`src/rtl/gpc_pkg.sv`:
```
// Constants shared by the configurable I/O port block: register offsets, field positions, resets, masks.
// Assumes a byte-wide microcontroller bus with a window select, an offset, and read and write strobes.
// Function
// RULE1 - Mode bit 0 gives software I/O, 1 gives latched-address output, Ports A and B.
// RULE2 - Mode register exists only for Ports A and B; all pins start in software I/O.
// RULE3 - Direction bit 1 makes the pin an output, 0 makes it an input.
// RULE4 - After reset every pin is an input until software changes its direction bit.
// RULE5 - Ports A, B, C drive when direction bit or array enable term is 1.
// RULE6 - With no active array enable term the direction bit alone sets direction.
// RULE7 - Port D has three pins, no enable term, only three direction bits active.
// RULE8 - Drive bit 1 selects open drain on A/B bits 7..4 and all of Port C.
// RULE9 - Drive bit 1 selects fast slew on A/B bits 3..0 and D bits 2..0.
// RULE10 - Input-read register returns the live pin values.
// RULE11 - Output latch stores written bytes and drives pins whenever enabled as outputs; the code drives it only on bits whose mode bit is 0.
// RULE12 - Reading the output latch returns the last written value, whatever the pins show.
// RULE13 - Output-cell read returns cell outputs; a write loads unmasked cell flip-flops.
// RULE14 - Mask bit 1 blocks bus loads of its output cell; mask resets to zero.
// RULE15 - Input cells capture pin inputs, feed the array, and are readable by software.
// RULE16 - Enable status reads 1 for a driving pin and 0 for a tri-stated input.
// RULE17 - Input and latch registers on all ports; cell, mask, status on A, B, C.
// RULE18 - All registers are reached by plain bus reads and writes at fixed window offsets.
// RULE19 - Mode, direction and drive registers reset to zero.
// RULE20 - Writes to read-only locations are ignored and disturb nothing.
package gpc_pkg;
    localparam int unsigned GPC_DATA_W      = 8;
    localparam int unsigned GPC_PORT_D_W    = 3;
    // Offset layout: high nibble selects the port, low nibble the register.
    localparam int unsigned GPC_PORT_LSB    = 4;
    localparam int unsigned GPC_REG_LSB     = 0;
    localparam logic [3:0]  GPC_PORT_A      = 4'h0;
    localparam logic [3:0]  GPC_PORT_B      = 4'h1;
    localparam logic [3:0]  GPC_PORT_C      = 4'h2;
    localparam logic [3:0]  GPC_PORT_D      = 4'h3;
    localparam logic [3:0]  GPC_REG_INPUT   = 4'h0;
    localparam logic [3:0]  GPC_REG_LATCH   = 4'h1;
    localparam logic [3:0]  GPC_REG_MODE    = 4'h2;
    localparam logic [3:0]  GPC_REG_DIR     = 4'h3;
    localparam logic [3:0]  GPC_REG_DRIVE   = 4'h4;
    localparam logic [3:0]  GPC_REG_OE_STAT = 4'h5;
    localparam logic [3:0]  GPC_REG_CELL    = 4'h6;
    localparam logic [3:0]  GPC_REG_MASK    = 4'h7;
    localparam logic [3:0]  GPC_REG_CELL_IN = 4'h8;
    // Reset values.
    localparam logic [7:0]  GPC_MODE_RST    = 8'h00;
    localparam logic [7:0]  GPC_DIR_RST     = 8'h00;
    localparam logic [7:0]  GPC_DRIVE_RST   = 8'h00;
    localparam logic [7:0]  GPC_LATCH_RST   = 8'h00;
    localparam logic [7:0]  GPC_MASK_RST    = 8'h00;
    localparam logic [7:0]  GPC_CELL_RST    = 8'h00;
    localparam logic [7:0]  GPC_RDATA_RST   = 8'h00;
    localparam logic [7:0]  GPC_UNMAPPED_RD = 8'h00;
    // Which drive bits mean open drain and which mean fast slew.
    localparam logic [7:0]  GPC_OD_MASK_AB   = 8'hF0;
    localparam logic [7:0]  GPC_SLEW_MASK_AB = 8'h0F;
    localparam logic [7:0]  GPC_OD_MASK_C    = 8'hFF;
    localparam logic [7:0]  GPC_SLEW_MASK_C  = 8'h00;
    localparam logic [7:0]  GPC_OD_MASK_D    = 8'h00;
    localparam logic [7:0]  GPC_SLEW_MASK_D  = 8'h07;
endpackage : gpc_pkg

```
`src/rtl/gpc_ifs.sv`:
```
// Carriers between the top and its port and cell modules.
// Assumes the top drives the write strobes and data and the leaves drive the readback.
`timescale 1ns/1ps
interface gpc_port_if #(parameter int unsigned W = 8);
    logic [7:0]   wdata;
    logic         wr_mode;
    logic         wr_dir;
    logic         wr_drive;
    logic         wr_latch;
    logic [W-1:0] mode_q;
    logic [W-1:0] dir_q;
    logic [W-1:0] drive_q;
    logic [W-1:0] latch_q;
    logic [W-1:0] oe_stat;
    logic [W-1:0] pin_live;
    modport ctrl (output wdata, wr_mode, wr_dir, wr_drive, wr_latch,
                  input mode_q, dir_q, drive_q, latch_q, oe_stat, pin_live);
    modport port (input wdata, wr_mode, wr_dir, wr_drive, wr_latch,
                  output mode_q, dir_q, drive_q, latch_q, oe_stat, pin_live);
endinterface : gpc_port_if

interface gpc_cell_if;
    logic [7:0] wdata;
    logic       wr_cell;
    logic       wr_mask;
    logic [7:0] cell_q;
    logic [7:0] mask_q;
    logic [7:0] icell_q;
    modport ctrl  (output wdata, wr_cell, wr_mask, input cell_q, mask_q, icell_q);
    modport cells (input wdata, wr_cell, wr_mask, output cell_q, mask_q, icell_q);
endinterface : gpc_cell_if

```
`src/rtl/gpc_port.sv`:
```
// One I/O port: mode, direction, drive and output latch registers, and the pin driver logic.
// Assumes pins are synchronous inputs and the top decodes bus writes into single strobes.
`timescale 1ns/1ps
module gpc_port
    import gpc_pkg::*;
#(
    parameter int unsigned W         = 8,
    parameter bit          HAS_MODE  = 1'b1,
    parameter logic [7:0]  OD_MASK   = GPC_OD_MASK_AB,
    parameter logic [7:0]  SLEW_MASK = GPC_SLEW_MASK_AB
) (
    // Clock and reset.
    input  wire logic         clk_sys,
    input  wire logic         reset_n,
    // Register carrier.
    gpc_port_if.port          regs,
    // Pins and array terms.
    input  wire logic [W-1:0] pin_in,
    input  wire logic [W-1:0] oe_term,
    input  wire logic [W-1:0] addr_bits,
    output logic      [W-1:0] pin_out,
    output logic      [W-1:0] pin_oe_n,
    output logic      [W-1:0] slew_fast
);
    logic [W-1:0] mode_q;
    logic [W-1:0] dir_q;
    logic [W-1:0] drive_q;
    logic [W-1:0] latch_q;
    logic [W-1:0] drive_en;
    logic [W-1:0] value;
    logic [W-1:0] open_drain;

    // Mode register; ports without one hold zero, so they stay in software I/O.
    always_ff @(posedge clk_sys) begin
        if (!reset_n) begin
            mode_q <= GPC_MODE_RST[W-1:0]; // RULE2 RULE19
        end else if (regs.wr_mode && HAS_MODE) begin
            mode_q <= regs.wdata[W-1:0]; // RULE2
        end
    end

    // Direction register; only W bits exist, so Port D keeps three.
    always_ff @(posedge clk_sys) begin
        if (!reset_n) begin
            dir_q <= GPC_DIR_RST[W-1:0]; // RULE4 RULE19
        end else if (regs.wr_dir) begin
            dir_q <= regs.wdata[W-1:0]; // RULE7
        end
    end

    // Drive select; bits with no function are masked so they read back as zero.
    always_ff @(posedge clk_sys) begin
        if (!reset_n) begin
            drive_q <= GPC_DRIVE_RST[W-1:0]; // RULE19
        end else if (regs.wr_drive) begin
            drive_q <= regs.wdata[W-1:0] & (OD_MASK[W-1:0] | SLEW_MASK[W-1:0]); // RULE9
        end
    end

    // Output latch.
    always_ff @(posedge clk_sys) begin
        if (!reset_n) begin
            latch_q <= GPC_LATCH_RST[W-1:0];
        end else if (regs.wr_latch) begin
            latch_q <= regs.wdata[W-1:0]; // RULE11
        end
    end

    // Pin drivers. Open drain only pulls low, so a high value releases the pin to its pull-up.
    always_comb begin
        drive_en   = dir_q | oe_term; // RULE3 RULE5 RULE6
        value      = (mode_q & addr_bits) | (~mode_q & latch_q); // RULE1 RULE11
        open_drain = drive_q & OD_MASK[W-1:0]; // RULE8
        pin_out    = value & ~open_drain;
        pin_oe_n   = ~(drive_en & ~(open_drain & value));
        slew_fast  = drive_q & SLEW_MASK[W-1:0]; // RULE9
    end

    // Readback toward the bus.
    assign regs.mode_q   = mode_q;
    assign regs.dir_q    = dir_q;
    assign regs.drive_q  = drive_q;
    assign regs.latch_q  = latch_q; // RULE12
    assign regs.oe_stat  = drive_en; // RULE16
    assign regs.pin_live = pin_in; // RULE10
endmodule : gpc_port

```
`src/rtl/gpc_cells.sv`:
```
// Output and input logic cells of one port, with the bus load mask.
// Assumes the logic array supplies next-state data with a load enable and an input capture strobe.
`timescale 1ns/1ps
module gpc_cells
    import gpc_pkg::*;
(
    // Clock and reset.
    input  wire logic       clk_sys,
    input  wire logic       reset_n,
    // Register carrier.
    gpc_cell_if.cells       regs,
    // Array side.
    input  wire logic [7:0] pin_in,
    input  wire logic [7:0] cell_d,
    input  wire logic       cell_load,
    input  wire logic       icell_strobe,
    output logic      [7:0] cell_q,
    output logic      [7:0] icell_q
);
    logic [7:0] mask_q;
    logic [7:0] bus_ld;

    // Load mask.
    always_ff @(posedge clk_sys) begin
        if (!reset_n) begin
            mask_q <= GPC_MASK_RST; // RULE14
        end else if (regs.wr_mask) begin
            mask_q <= regs.wdata;
        end
    end

    // Output cells; a bus load wins over the array on the same edge for the bits it touches.
    assign bus_ld = {8{regs.wr_cell}} & ~mask_q; // RULE13 RULE14
    always_ff @(posedge clk_sys) begin
        if (!reset_n) begin
            cell_q <= GPC_CELL_RST;
        end else begin
            for (int i = 0; i < 8; i++) begin
                if (bus_ld[i]) begin
                    cell_q[i] <= regs.wdata[i]; // RULE13
                end else if (cell_load) begin
                    cell_q[i] <= cell_d[i];
                end
            end
        end
    end

    // Input cells capture the pins on the strobe.
    always_ff @(posedge clk_sys) begin
        if (!reset_n) begin
            icell_q <= GPC_CELL_RST;
        end else if (icell_strobe) begin
            icell_q <= pin_in; // RULE15
        end
    end

    assign regs.cell_q  = cell_q;
    assign regs.mask_q  = mask_q;
    assign regs.icell_q = icell_q; // RULE15
endmodule : gpc_cells

```
`src/rtl/gpc_io_config.sv`:
```
// Top of the configurable I/O port block: bus decode, read mux, four ports and three cell banks.
// Assumes a byte bus: a window select, an 8-bit offset, one-cycle read and write strobes.
`timescale 1ns/1ps
module gpc_io_config
    import gpc_pkg::*;
(
    // Clock and reset.
    input  wire logic       clk_sys,
    input  wire logic       reset_n,
    // Microcontroller register bus.
    input  wire logic       io_register_window_select,
    input  wire logic [7:0] bus_addr,
    input  wire logic       bus_wr,
    input  wire logic       bus_rd,
    input  wire logic [7:0] bus_wdata,
    output logic      [7:0] bus_rdata,
    // Port A pins.
    input  wire logic [7:0] pa_in,
    output logic      [7:0] pa_out,
    output logic      [7:0] pa_oe_n,
    output logic      [7:0] pa_slew_fast,
    // Port B pins.
    input  wire logic [7:0] pb_in,
    output logic      [7:0] pb_out,
    output logic      [7:0] pb_oe_n,
    output logic      [7:0] pb_slew_fast,
    // Port C pins.
    input  wire logic [7:0] pc_in,
    output logic      [7:0] pc_out,
    output logic      [7:0] pc_oe_n,
    // Port D pins.
    input  wire logic [2:0] pd_in,
    output logic      [2:0] pd_out,
    output logic      [2:0] pd_oe_n,
    output logic      [2:0] pd_slew_fast,
    // Latched address for address-out mode.
    input  wire logic [7:0] latched_addr_a,
    input  wire logic [7:0] latched_addr_b,
    // Logic-array enable terms.
    input  wire logic [7:0] array_oe_a,
    input  wire logic [7:0] array_oe_b,
    input  wire logic [7:0] array_oe_c,
    // Logic-array output cells.
    input  wire logic [7:0] cell_d_a,
    input  wire logic [7:0] cell_d_b,
    input  wire logic [7:0] cell_d_c,
    input  wire logic       cell_load_a,
    input  wire logic       cell_load_b,
    input  wire logic       cell_load_c,
    output logic      [7:0] output_logic_cell_a,
    output logic      [7:0] output_logic_cell_b,
    output logic      [7:0] output_logic_cell_c,
    // Logic-array input cells.
    input  wire logic       icell_strobe,
    output logic      [7:0] input_logic_cell_a,
    output logic      [7:0] input_logic_cell_b,
    output logic      [7:0] input_logic_cell_c
);
    logic [3:0] port_sel;
    logic [3:0] reg_sel;
    logic       wr_go;
    logic       rd_go;
    logic [7:0] rd_d;
    logic [7:0] rdata_q;

    gpc_port_if #(.W(8))            if_a ();
    gpc_port_if #(.W(8))            if_b ();
    gpc_port_if #(.W(8))            if_c ();
    gpc_port_if #(.W(GPC_PORT_D_W)) if_d ();
    gpc_cell_if                     cf_a ();
    gpc_cell_if                     cf_b ();
    gpc_cell_if                     cf_c ();

    // Offset split into port and register fields.
    assign port_sel = bus_addr[GPC_PORT_LSB +: 4];
    assign reg_sel  = bus_addr[GPC_REG_LSB +: 4];
    assign wr_go    = io_register_window_select & bus_wr; // RULE18
    assign rd_go    = io_register_window_select & bus_rd; // RULE18

    // Write strobes. Read-only offsets decode to no strobe, so a write there changes nothing.
    always_comb begin
        if_a.wdata    = bus_wdata;
        if_b.wdata    = bus_wdata;
        if_c.wdata    = bus_wdata;
        if_d.wdata    = bus_wdata;
        cf_a.wdata    = bus_wdata;
        cf_b.wdata    = bus_wdata;
        cf_c.wdata    = bus_wdata;
        if_a.wr_mode  = wr_go && port_sel == GPC_PORT_A && reg_sel == GPC_REG_MODE; // RULE2
        if_b.wr_mode  = wr_go && port_sel == GPC_PORT_B && reg_sel == GPC_REG_MODE; // RULE2
        if_c.wr_mode  = 1'b0;
        if_d.wr_mode  = 1'b0;
        if_a.wr_dir   = wr_go && port_sel == GPC_PORT_A && reg_sel == GPC_REG_DIR;
        if_b.wr_dir   = wr_go && port_sel == GPC_PORT_B && reg_sel == GPC_REG_DIR;
        if_c.wr_dir   = wr_go && port_sel == GPC_PORT_C && reg_sel == GPC_REG_DIR;
        if_d.wr_dir   = wr_go && port_sel == GPC_PORT_D && reg_sel == GPC_REG_DIR;
        if_a.wr_drive = wr_go && port_sel == GPC_PORT_A && reg_sel == GPC_REG_DRIVE;
        if_b.wr_drive = wr_go && port_sel == GPC_PORT_B && reg_sel == GPC_REG_DRIVE;
        if_c.wr_drive = wr_go && port_sel == GPC_PORT_C && reg_sel == GPC_REG_DRIVE;
        if_d.wr_drive = wr_go && port_sel == GPC_PORT_D && reg_sel == GPC_REG_DRIVE;
        if_a.wr_latch = wr_go && port_sel == GPC_PORT_A && reg_sel == GPC_REG_LATCH;
        if_b.wr_latch = wr_go && port_sel == GPC_PORT_B && reg_sel == GPC_REG_LATCH;
        if_c.wr_latch = wr_go && port_sel == GPC_PORT_C && reg_sel == GPC_REG_LATCH;
        if_d.wr_latch = wr_go && port_sel == GPC_PORT_D && reg_sel == GPC_REG_LATCH; // RULE17
        cf_a.wr_cell  = wr_go && port_sel == GPC_PORT_A && reg_sel == GPC_REG_CELL; // RULE13
        cf_b.wr_cell  = wr_go && port_sel == GPC_PORT_B && reg_sel == GPC_REG_CELL; // RULE13
        cf_c.wr_cell  = wr_go && port_sel == GPC_PORT_C && reg_sel == GPC_REG_CELL; // RULE13
        cf_a.wr_mask  = wr_go && port_sel == GPC_PORT_A && reg_sel == GPC_REG_MASK;
        cf_b.wr_mask  = wr_go && port_sel == GPC_PORT_B && reg_sel == GPC_REG_MASK;
        cf_c.wr_mask  = wr_go && port_sel == GPC_PORT_C && reg_sel == GPC_REG_MASK; // RULE20
    end

    // Port A: mode register, open drain on the high nibble, slew on the low nibble.
    gpc_port #(
        .W         (8),
        .HAS_MODE  (1'b1),
        .OD_MASK   (GPC_OD_MASK_AB),
        .SLEW_MASK (GPC_SLEW_MASK_AB)
    ) u_port_a (
        .clk_sys   (clk_sys),
        .reset_n   (reset_n),
        .regs      (if_a),
        .pin_in    (pa_in),
        .oe_term   (array_oe_a),
        .addr_bits (latched_addr_a),
        .pin_out   (pa_out),
        .pin_oe_n  (pa_oe_n),
        .slew_fast (pa_slew_fast)
    );

    // Port B: same structure as Port A.
    gpc_port #(
        .W         (8),
        .HAS_MODE  (1'b1),
        .OD_MASK   (GPC_OD_MASK_AB),
        .SLEW_MASK (GPC_SLEW_MASK_AB)
    ) u_port_b (
        .clk_sys   (clk_sys),
        .reset_n   (reset_n),
        .regs      (if_b),
        .pin_in    (pb_in),
        .oe_term   (array_oe_b),
        .addr_bits (latched_addr_b),
        .pin_out   (pb_out),
        .pin_oe_n  (pb_oe_n),
        .slew_fast (pb_slew_fast)
    );

    // Port C: no mode register and no address output, open drain on every bit.
    gpc_port #(
        .W         (8),
        .HAS_MODE  (1'b0),
        .OD_MASK   (GPC_OD_MASK_C),
        .SLEW_MASK (GPC_SLEW_MASK_C)
    ) u_port_c (
        .clk_sys   (clk_sys),
        .reset_n   (reset_n),
        .regs      (if_c),
        .pin_in    (pc_in),
        .oe_term   (array_oe_c),
        .addr_bits (8'h00),
        .pin_out   (pc_out),
        .pin_oe_n  (pc_oe_n),
        .slew_fast ()
    );

    // Port D: three pins and no enable term, so direction comes from its register alone.
    gpc_port #(
        .W         (GPC_PORT_D_W),
        .HAS_MODE  (1'b0),
        .OD_MASK   (GPC_OD_MASK_D),
        .SLEW_MASK (GPC_SLEW_MASK_D)
    ) u_port_d (
        .clk_sys   (clk_sys),
        .reset_n   (reset_n),
        .regs      (if_d),
        .pin_in    (pd_in),
        .oe_term   (3'h0), // RULE7
        .addr_bits (3'h0),
        .pin_out   (pd_out),
        .pin_oe_n  (pd_oe_n),
        .slew_fast (pd_slew_fast)
    );

    // Cell banks exist only for Ports A, B and C.
    gpc_cells u_cells_a (
        .clk_sys      (clk_sys),
        .reset_n      (reset_n),
        .regs         (cf_a),
        .pin_in       (pa_in),
        .cell_d       (cell_d_a),
        .cell_load    (cell_load_a),
        .icell_strobe (icell_strobe),
        .cell_q       (output_logic_cell_a),
        .icell_q      (input_logic_cell_a)
    );

    gpc_cells u_cells_b (
        .clk_sys      (clk_sys),
        .reset_n      (reset_n),
        .regs         (cf_b),
        .pin_in       (pb_in),
        .cell_d       (cell_d_b),
        .cell_load    (cell_load_b),
        .icell_strobe (icell_strobe),
        .cell_q       (output_logic_cell_b),
        .icell_q      (input_logic_cell_b)
    );

    gpc_cells u_cells_c (
        .clk_sys      (clk_sys),
        .reset_n      (reset_n),
        .regs         (cf_c),
        .pin_in       (pc_in),
        .cell_d       (cell_d_c),
        .cell_load    (cell_load_c),
        .icell_strobe (icell_strobe),
        .cell_q       (output_logic_cell_c),
        .icell_q      (input_logic_cell_c)
    );

    // Read mux. Anything not implemented on a port, and any unknown offset, reads as zero.
    always_comb begin
        rd_d = GPC_UNMAPPED_RD;
        unique case (port_sel)
            GPC_PORT_A: begin
                unique case (reg_sel)
                    GPC_REG_INPUT:   rd_d = if_a.pin_live; // RULE10
                    GPC_REG_LATCH:   rd_d = if_a.latch_q; // RULE12
                    GPC_REG_MODE:    rd_d = if_a.mode_q;
                    GPC_REG_DIR:     rd_d = if_a.dir_q;
                    GPC_REG_DRIVE:   rd_d = if_a.drive_q;
                    GPC_REG_OE_STAT: rd_d = if_a.oe_stat; // RULE16
                    GPC_REG_CELL:    rd_d = cf_a.cell_q; // RULE13
                    GPC_REG_MASK:    rd_d = cf_a.mask_q;
                    GPC_REG_CELL_IN: rd_d = cf_a.icell_q; // RULE15
                    default:         rd_d = GPC_UNMAPPED_RD;
                endcase
            end
            GPC_PORT_B: begin
                unique case (reg_sel)
                    GPC_REG_INPUT:   rd_d = if_b.pin_live; // RULE10
                    GPC_REG_LATCH:   rd_d = if_b.latch_q; // RULE12
                    GPC_REG_MODE:    rd_d = if_b.mode_q;
                    GPC_REG_DIR:     rd_d = if_b.dir_q;
                    GPC_REG_DRIVE:   rd_d = if_b.drive_q;
                    GPC_REG_OE_STAT: rd_d = if_b.oe_stat; // RULE16
                    GPC_REG_CELL:    rd_d = cf_b.cell_q; // RULE13
                    GPC_REG_MASK:    rd_d = cf_b.mask_q;
                    GPC_REG_CELL_IN: rd_d = cf_b.icell_q; // RULE15
                    default:         rd_d = GPC_UNMAPPED_RD;
                endcase
            end
            GPC_PORT_C: begin
                unique case (reg_sel)
                    GPC_REG_INPUT:   rd_d = if_c.pin_live; // RULE10
                    GPC_REG_LATCH:   rd_d = if_c.latch_q; // RULE12
                    GPC_REG_DIR:     rd_d = if_c.dir_q;
                    GPC_REG_DRIVE:   rd_d = if_c.drive_q;
                    GPC_REG_OE_STAT: rd_d = if_c.oe_stat; // RULE16
                    GPC_REG_CELL:    rd_d = cf_c.cell_q; // RULE13
                    GPC_REG_MASK:    rd_d = cf_c.mask_q;
                    GPC_REG_CELL_IN: rd_d = cf_c.icell_q; // RULE15
                    default:         rd_d = GPC_UNMAPPED_RD;
                endcase
            end
            GPC_PORT_D: begin
                unique case (reg_sel)
                    GPC_REG_INPUT:   rd_d = {5'h00, if_d.pin_live}; // RULE10
                    GPC_REG_LATCH:   rd_d = {5'h00, if_d.latch_q}; // RULE12
                    GPC_REG_DIR:     rd_d = {5'h00, if_d.dir_q}; // RULE7
                    GPC_REG_DRIVE:   rd_d = {5'h00, if_d.drive_q}; // RULE9
                    default:         rd_d = GPC_UNMAPPED_RD; // RULE17
                endcase
            end
            default: rd_d = GPC_UNMAPPED_RD;
        endcase
    end

    // Read data is registered on the read strobe and held until the next read.
    always_ff @(posedge clk_sys) begin
        if (!reset_n) begin
            rdata_q <= GPC_RDATA_RST;
        end else if (rd_go) begin
            rdata_q <= rd_d; // RULE18
        end
    end

    assign bus_rdata = rdata_q;
endmodule : gpc_io_config

```
`config.mk`:
```
export PLATFORM = sky130hd
export DESIGN_NAME = gpc_io_config
export DESIGN_NICKNAME = d
export VERILOG_FILES = /design/src/rtl/gpc_pkg.sv /design/src/rtl/gpc_ifs.sv /design/src/rtl/gpc_port.sv /design/src/rtl/gpc_cells.sv /design/src/rtl/gpc_io_config.sv
export SDC_FILE = /design/constraint.sdc
export NUM_CORES = 1
export LEC_CHECK = 0
export BUFFER_PORTS_ARGS = -buffer_cell sky130_fd_sc_hd__buf_4
export CORE_MARGIN = 3
export CORE_UTILIZATION = 40
export CTS_CLUSTER_DIAMETER = 40
export DETAILED_ROUTE_END_ITERATION = 10
export GPL_ROUTABILITY_DRIVEN = 0
export HOLD_SLACK_MARGIN = 0.12
export PLACE_DENSITY = 0.69
export SETUP_SLACK_MARGIN = 0.05
export SYNTH_ARGS = -nofsm -noshare
export SYNTH_HDL_FRONTEND = slang
export SYNTH_HIERARCHICAL = 1
export SYNTH_SLANG_ARGS = --single-unit
```
`constraint.sdc`:
```
create_clock -name clk_sys -period 3.1 [get_ports clk_sys]
set_input_delay 0.465 -clock clk_sys [delete_from_list [all_inputs] [get_ports clk_sys]]
set_output_delay 0.465 -clock clk_sys [all_outputs]
set_load 0.03 [all_outputs]
```
# ---- Word-level counts from Yosys, hierarchy flattened
# Index checks and enable logic that the tools add are counted.
dict set report word_totals {
  register_bits 177
  input_bits 116
  out_inout_bits 129
  wordCells 197
}
dict set report op_classes {
  n_eq_ne 11
  n_mux 53
  n_bitwise 38
  reduce_logical 50
}
# operator n
set ops {}
lappend ops {{$pmux 8 s9} 2}
lappend ops {{$and 8x8->8} 16}
lappend ops {{$not 8->8} 14}
lappend ops {{$pmux 8 s8} 1}
lappend ops {{$mux 1} 48}
lappend ops {{$reduce_bool 2->1} 24}
lappend ops {{$or 8x8->8} 5}
lappend ops {{$pmux 8 s4} 1}
lappend ops {{$logic_and 1x1->1} 24}
lappend ops {{$eq 4x2->1 const B} 4}
lappend ops {{$eq 4x3->1 const B} 4}
lappend ops {{$pmux 3 s4} 1}
lappend ops {{$eq 4x1->1 const B} 2}
lappend ops {{$logic_not 4->1} 2}
lappend ops {{$eq 4x4->1 const B} 1}
lappend ops {{$not 3->3} 1}
lappend ops {{$and 1x1->1} 2}

# ---- Logic depth before layout (Yosys ltp)
dict set report logic_depth {
  word_depth 7
  ltp_mapped 9
}

# ---- Cells and area by module
# Netlist, hierarchy kept.
# mod instances cells_per_inst area_each_um2
set modules_own_cells {}
lappend modules_own_cells {gpc_cells 3 111 1193.6}
lappend modules_own_cells {{gpc_port at u_port_a ...} 2 152 1545.2}
lappend modules_own_cells {gpc_io_config 1 383 2832.7}
lappend modules_own_cells {{gpc_port at u_port_c} 1 134 1258.7}
lappend modules_own_cells {{gpc_port at u_port_d} 1 46 442.9}

# ---- Least setup slack after synthesis
# No wires, ideal clock.
dict set report synth_timing {
  kind {input-to-reg}
  from {in array_oe_a[1]}
  to {reg rdata_q[1], in the netlist bus_rdata[1]}
  t_arrival_ns 1.925
  path_slack_ns 1.043
  path_stages 6
  path_cell_list {or2_2 mux4_1 nor2b_1 a211o_1 a221oi_1 a311oi_1}
}
dict set report synth_via {
  elab_chain_len 3
}
# element line
set synth_lines {}
lappend synth_lines {{from (decl)} gpc_io_config.sv:40} ;# input wire logic [7:0] array_oe_a,
lappend synth_lines {{$or 8x8->8} gpc_port.sv:71} ;# drive_en = dir_q | oe_term;
lappend synth_lines {{$pmux 8 s9} gpc_io_config.sv:227} ;# unique case (reg_sel)
lappend synth_lines {{$pmux 8 s4} gpc_io_config.sv:225} ;# unique case (port_sel)
lappend synth_lines {{to (signal assigned)} gpc_io_config.sv:285} ;# rdata_q <= rd_d;
lappend synth_lines {{to (decl)} gpc_io_config.sv:64} ;# logic [7:0] rdata_q;
# Every way passes these cells.
# A chain may end at the register's enable or synchronous reset.

# ---- Worst setup path after layout
dict set report layout_timing {
  from {in bus_addr[1]}
  to {reg rdata_q[5], in the netlist bus_rdata[5]}
}
dict set report layout_via {
  elab_chain_len 3
  elab_cells_between_ends 13
  cone_classes {eq/ne: 8; mux: 4; reduce/logical: 1}
}
# element line
set layout_lines {}
lappend layout_lines {{from (decl)} gpc_io_config.sv:12} ;# input wire logic [7:0] bus_addr,
lappend layout_lines {{$eq 4x4->1, or another cell as far along} {gpc_io_config.sv:227, gpc_io_config.sv:241, gpc_io_config.sv:255}}
lappend layout_lines {{$pmux 8 s9, or another cell as far along} gpc_io_config.sv:241} ;# unique case (reg_sel)
lappend layout_lines {{$pmux 8 s4 *} gpc_io_config.sv:225}
# Every way passes the cells marked *; elsewhere a longest branch is shown, timed or not.

==> flow_summary.ini <==
[run_status]
run_status = complete, no violations

[finish]
fin_nets = 1417
diodes = 0
area_delta_synth_final_pct = 17.0
drive_gt1_share_pct = 31.5

[placed_design]
port-buffer-count = 236
hpwl_um = 27700

[cts]
post-cts-setup-buffers = 0
cts_hold_buf = 0
cts_inserted_buffers = 17
cts_tree = yes
insertion_delay_ns = 0.45
post_cts_resized = 0
clock-sinks = 177
path_clk_slew_ns = 0.07
clock_path_buffers = 2
root_buffer = clkbuf_16
htreeDepth = 4

[critical_path]
endpoint_kind = register
cp.arrival_ns = 2.55
crit_fanout = 37
path_class = primary input to register
required_ns = 3.47
critPathLaunchType = primary input

[floorplan]
core_area_um2 = 27000
rows = 60
fp.dieW_um = 172
dieArea_um2 = 29600
initial_core_util_pct = 40.9
ios = 245
chipHeight_um = 172

[grt]
antenna_found_initial = 1
grt_usage_pct = 24.6
grt_max_degree = 62
grt_pass1_wl_um = 54700
grt_pass1_vias = 8967
grt_overflow = 0

[detailed_routing]
vias = 9265
routed_wl_um = 37700
drc = 0
wl_per_cell_um = 22.8
drtIter0Drc = 944
drtAntennaViolNets = 0
viasPerCell = 5.60
first_pass_iters = 5

[sta]
finalCriticalPeriod_ns = 2.18
slew_violations = 0
setup_tns_ns = 0
rsz0062_at_grt = no
finalHoldViolCount = 0
clock.fmax_mhz = 458
worst_pin_slew_ns = 0.987
min_period_over_period_pct = 70.4
slew_headroom_pct = 33.7
finClkSkew_ns = 0.0101
setup_viol = 0

[power]
p_leak_uw = 0.00501
ir_drop_mv = 0.220
total_power_uw = 5490
power_density_nw_per_um2 = 425

[job]
drv_cap = 0

[yosys]
syn_inst = 1176
avgSynthCellArea_um2 = 9.39
ys_warn_count = 6
syn_area_um2 = 11000

[worst_hold_path]
hold_class = primary input to register
stage by stage:
stage / hold WS, ns / std cells / utilization (%) / area, um2 / worst slack (ns)
global route: 0.283 / 1655 / 47.8 / 12900 / 0.917
CTS: 0.262 / 1655 / 47.8 / 12900 / 0.912
finish: 0.268 / 1655 / 47.8 / 12900 / 0.918
floorplan: 0.493 / 1184 / - / 11100 / 1.04
global placement: 0.504 / 1623 / 45.5 / 12300 / 0.498
detailed placement: 0.514 / 1623 / 45.5 / 12300 / 0.455
report_power, final:
| part | switching [uW] | internal [uW] |
|---|---|---|
| combinational | 491 | 332 |
| clock | 1010 | 1300 |
| sequential | 45.2 | 2310 |
metal layers:
metal  vias up  wire length (um)  track usage, %
li1       4282                 -               -
met1      4427             15900            32.4
met2       493             17200            39.7
met3        61              3490            6.26
met4         2              1140            8.12
met5         -                13               0
placed cells by master (no fill, tap or decap), types with 4 or more instances in the layout:
cell type  instances
inv_6              5
a31oi_1            7
inv_1             25
clkbuf_16         17
conb_1            11
mux4_2             6
mux2_2            25
dfxtp_1          177
a211oi_2          24
nor3b_2           24
o21bai_1           6
mux2i_1          206
or2_2             25
nand3b_1          11
nor2_1            89
nand4_1            4
a21oi_1           18
o22ai_1            5
a21o_1             6
buf_4            266
nand3_1            9
a22oi_1           15
a2bb2oi_1          5
o21ai_0           28
a211oi_1           7
nor2b_1          118
nor3_1             6
a32oi_1            6
nand2_1           48
nand2b_1          34
and2_1             6
path summary, 6_finish.rpt:
path	startpoint	end	slack, ns	depth (start not counted)
worst max-delay path	bus_addr[1]	bus_rdata[5]	0.92	7
worst min-delay path	pb_in[3]	u_cells_b/icell_q[3]	0.27	3
worst max register to register	u_port_a/regs.dir_q[1]	bus_rdata[1]	0.99	6
worst min register to register	u_cells_b/icell_q[3]	u_cells_b/icell_q[3]	0.52	2
area by class of cell:
class                      instances  area [um2]
clock buffer                      18         439
clock inverter                    14         175
multi-input combinational        814        6250
timing repair buffer             266        2000
inverter                          25        93.8
tap                              341         427
sequential                       177        3540
fill                            2599       14100
worst max-delay path, stage by stage:
cell and delay, ns:
buf_4 0.24, buf_4 0.28, nor3_1 0.82, nand2_1 0.12
a21oi_1 0.16, o21ai_0 0.20, a31oi_1 0.24
Power figures use the tool's default switching activity.
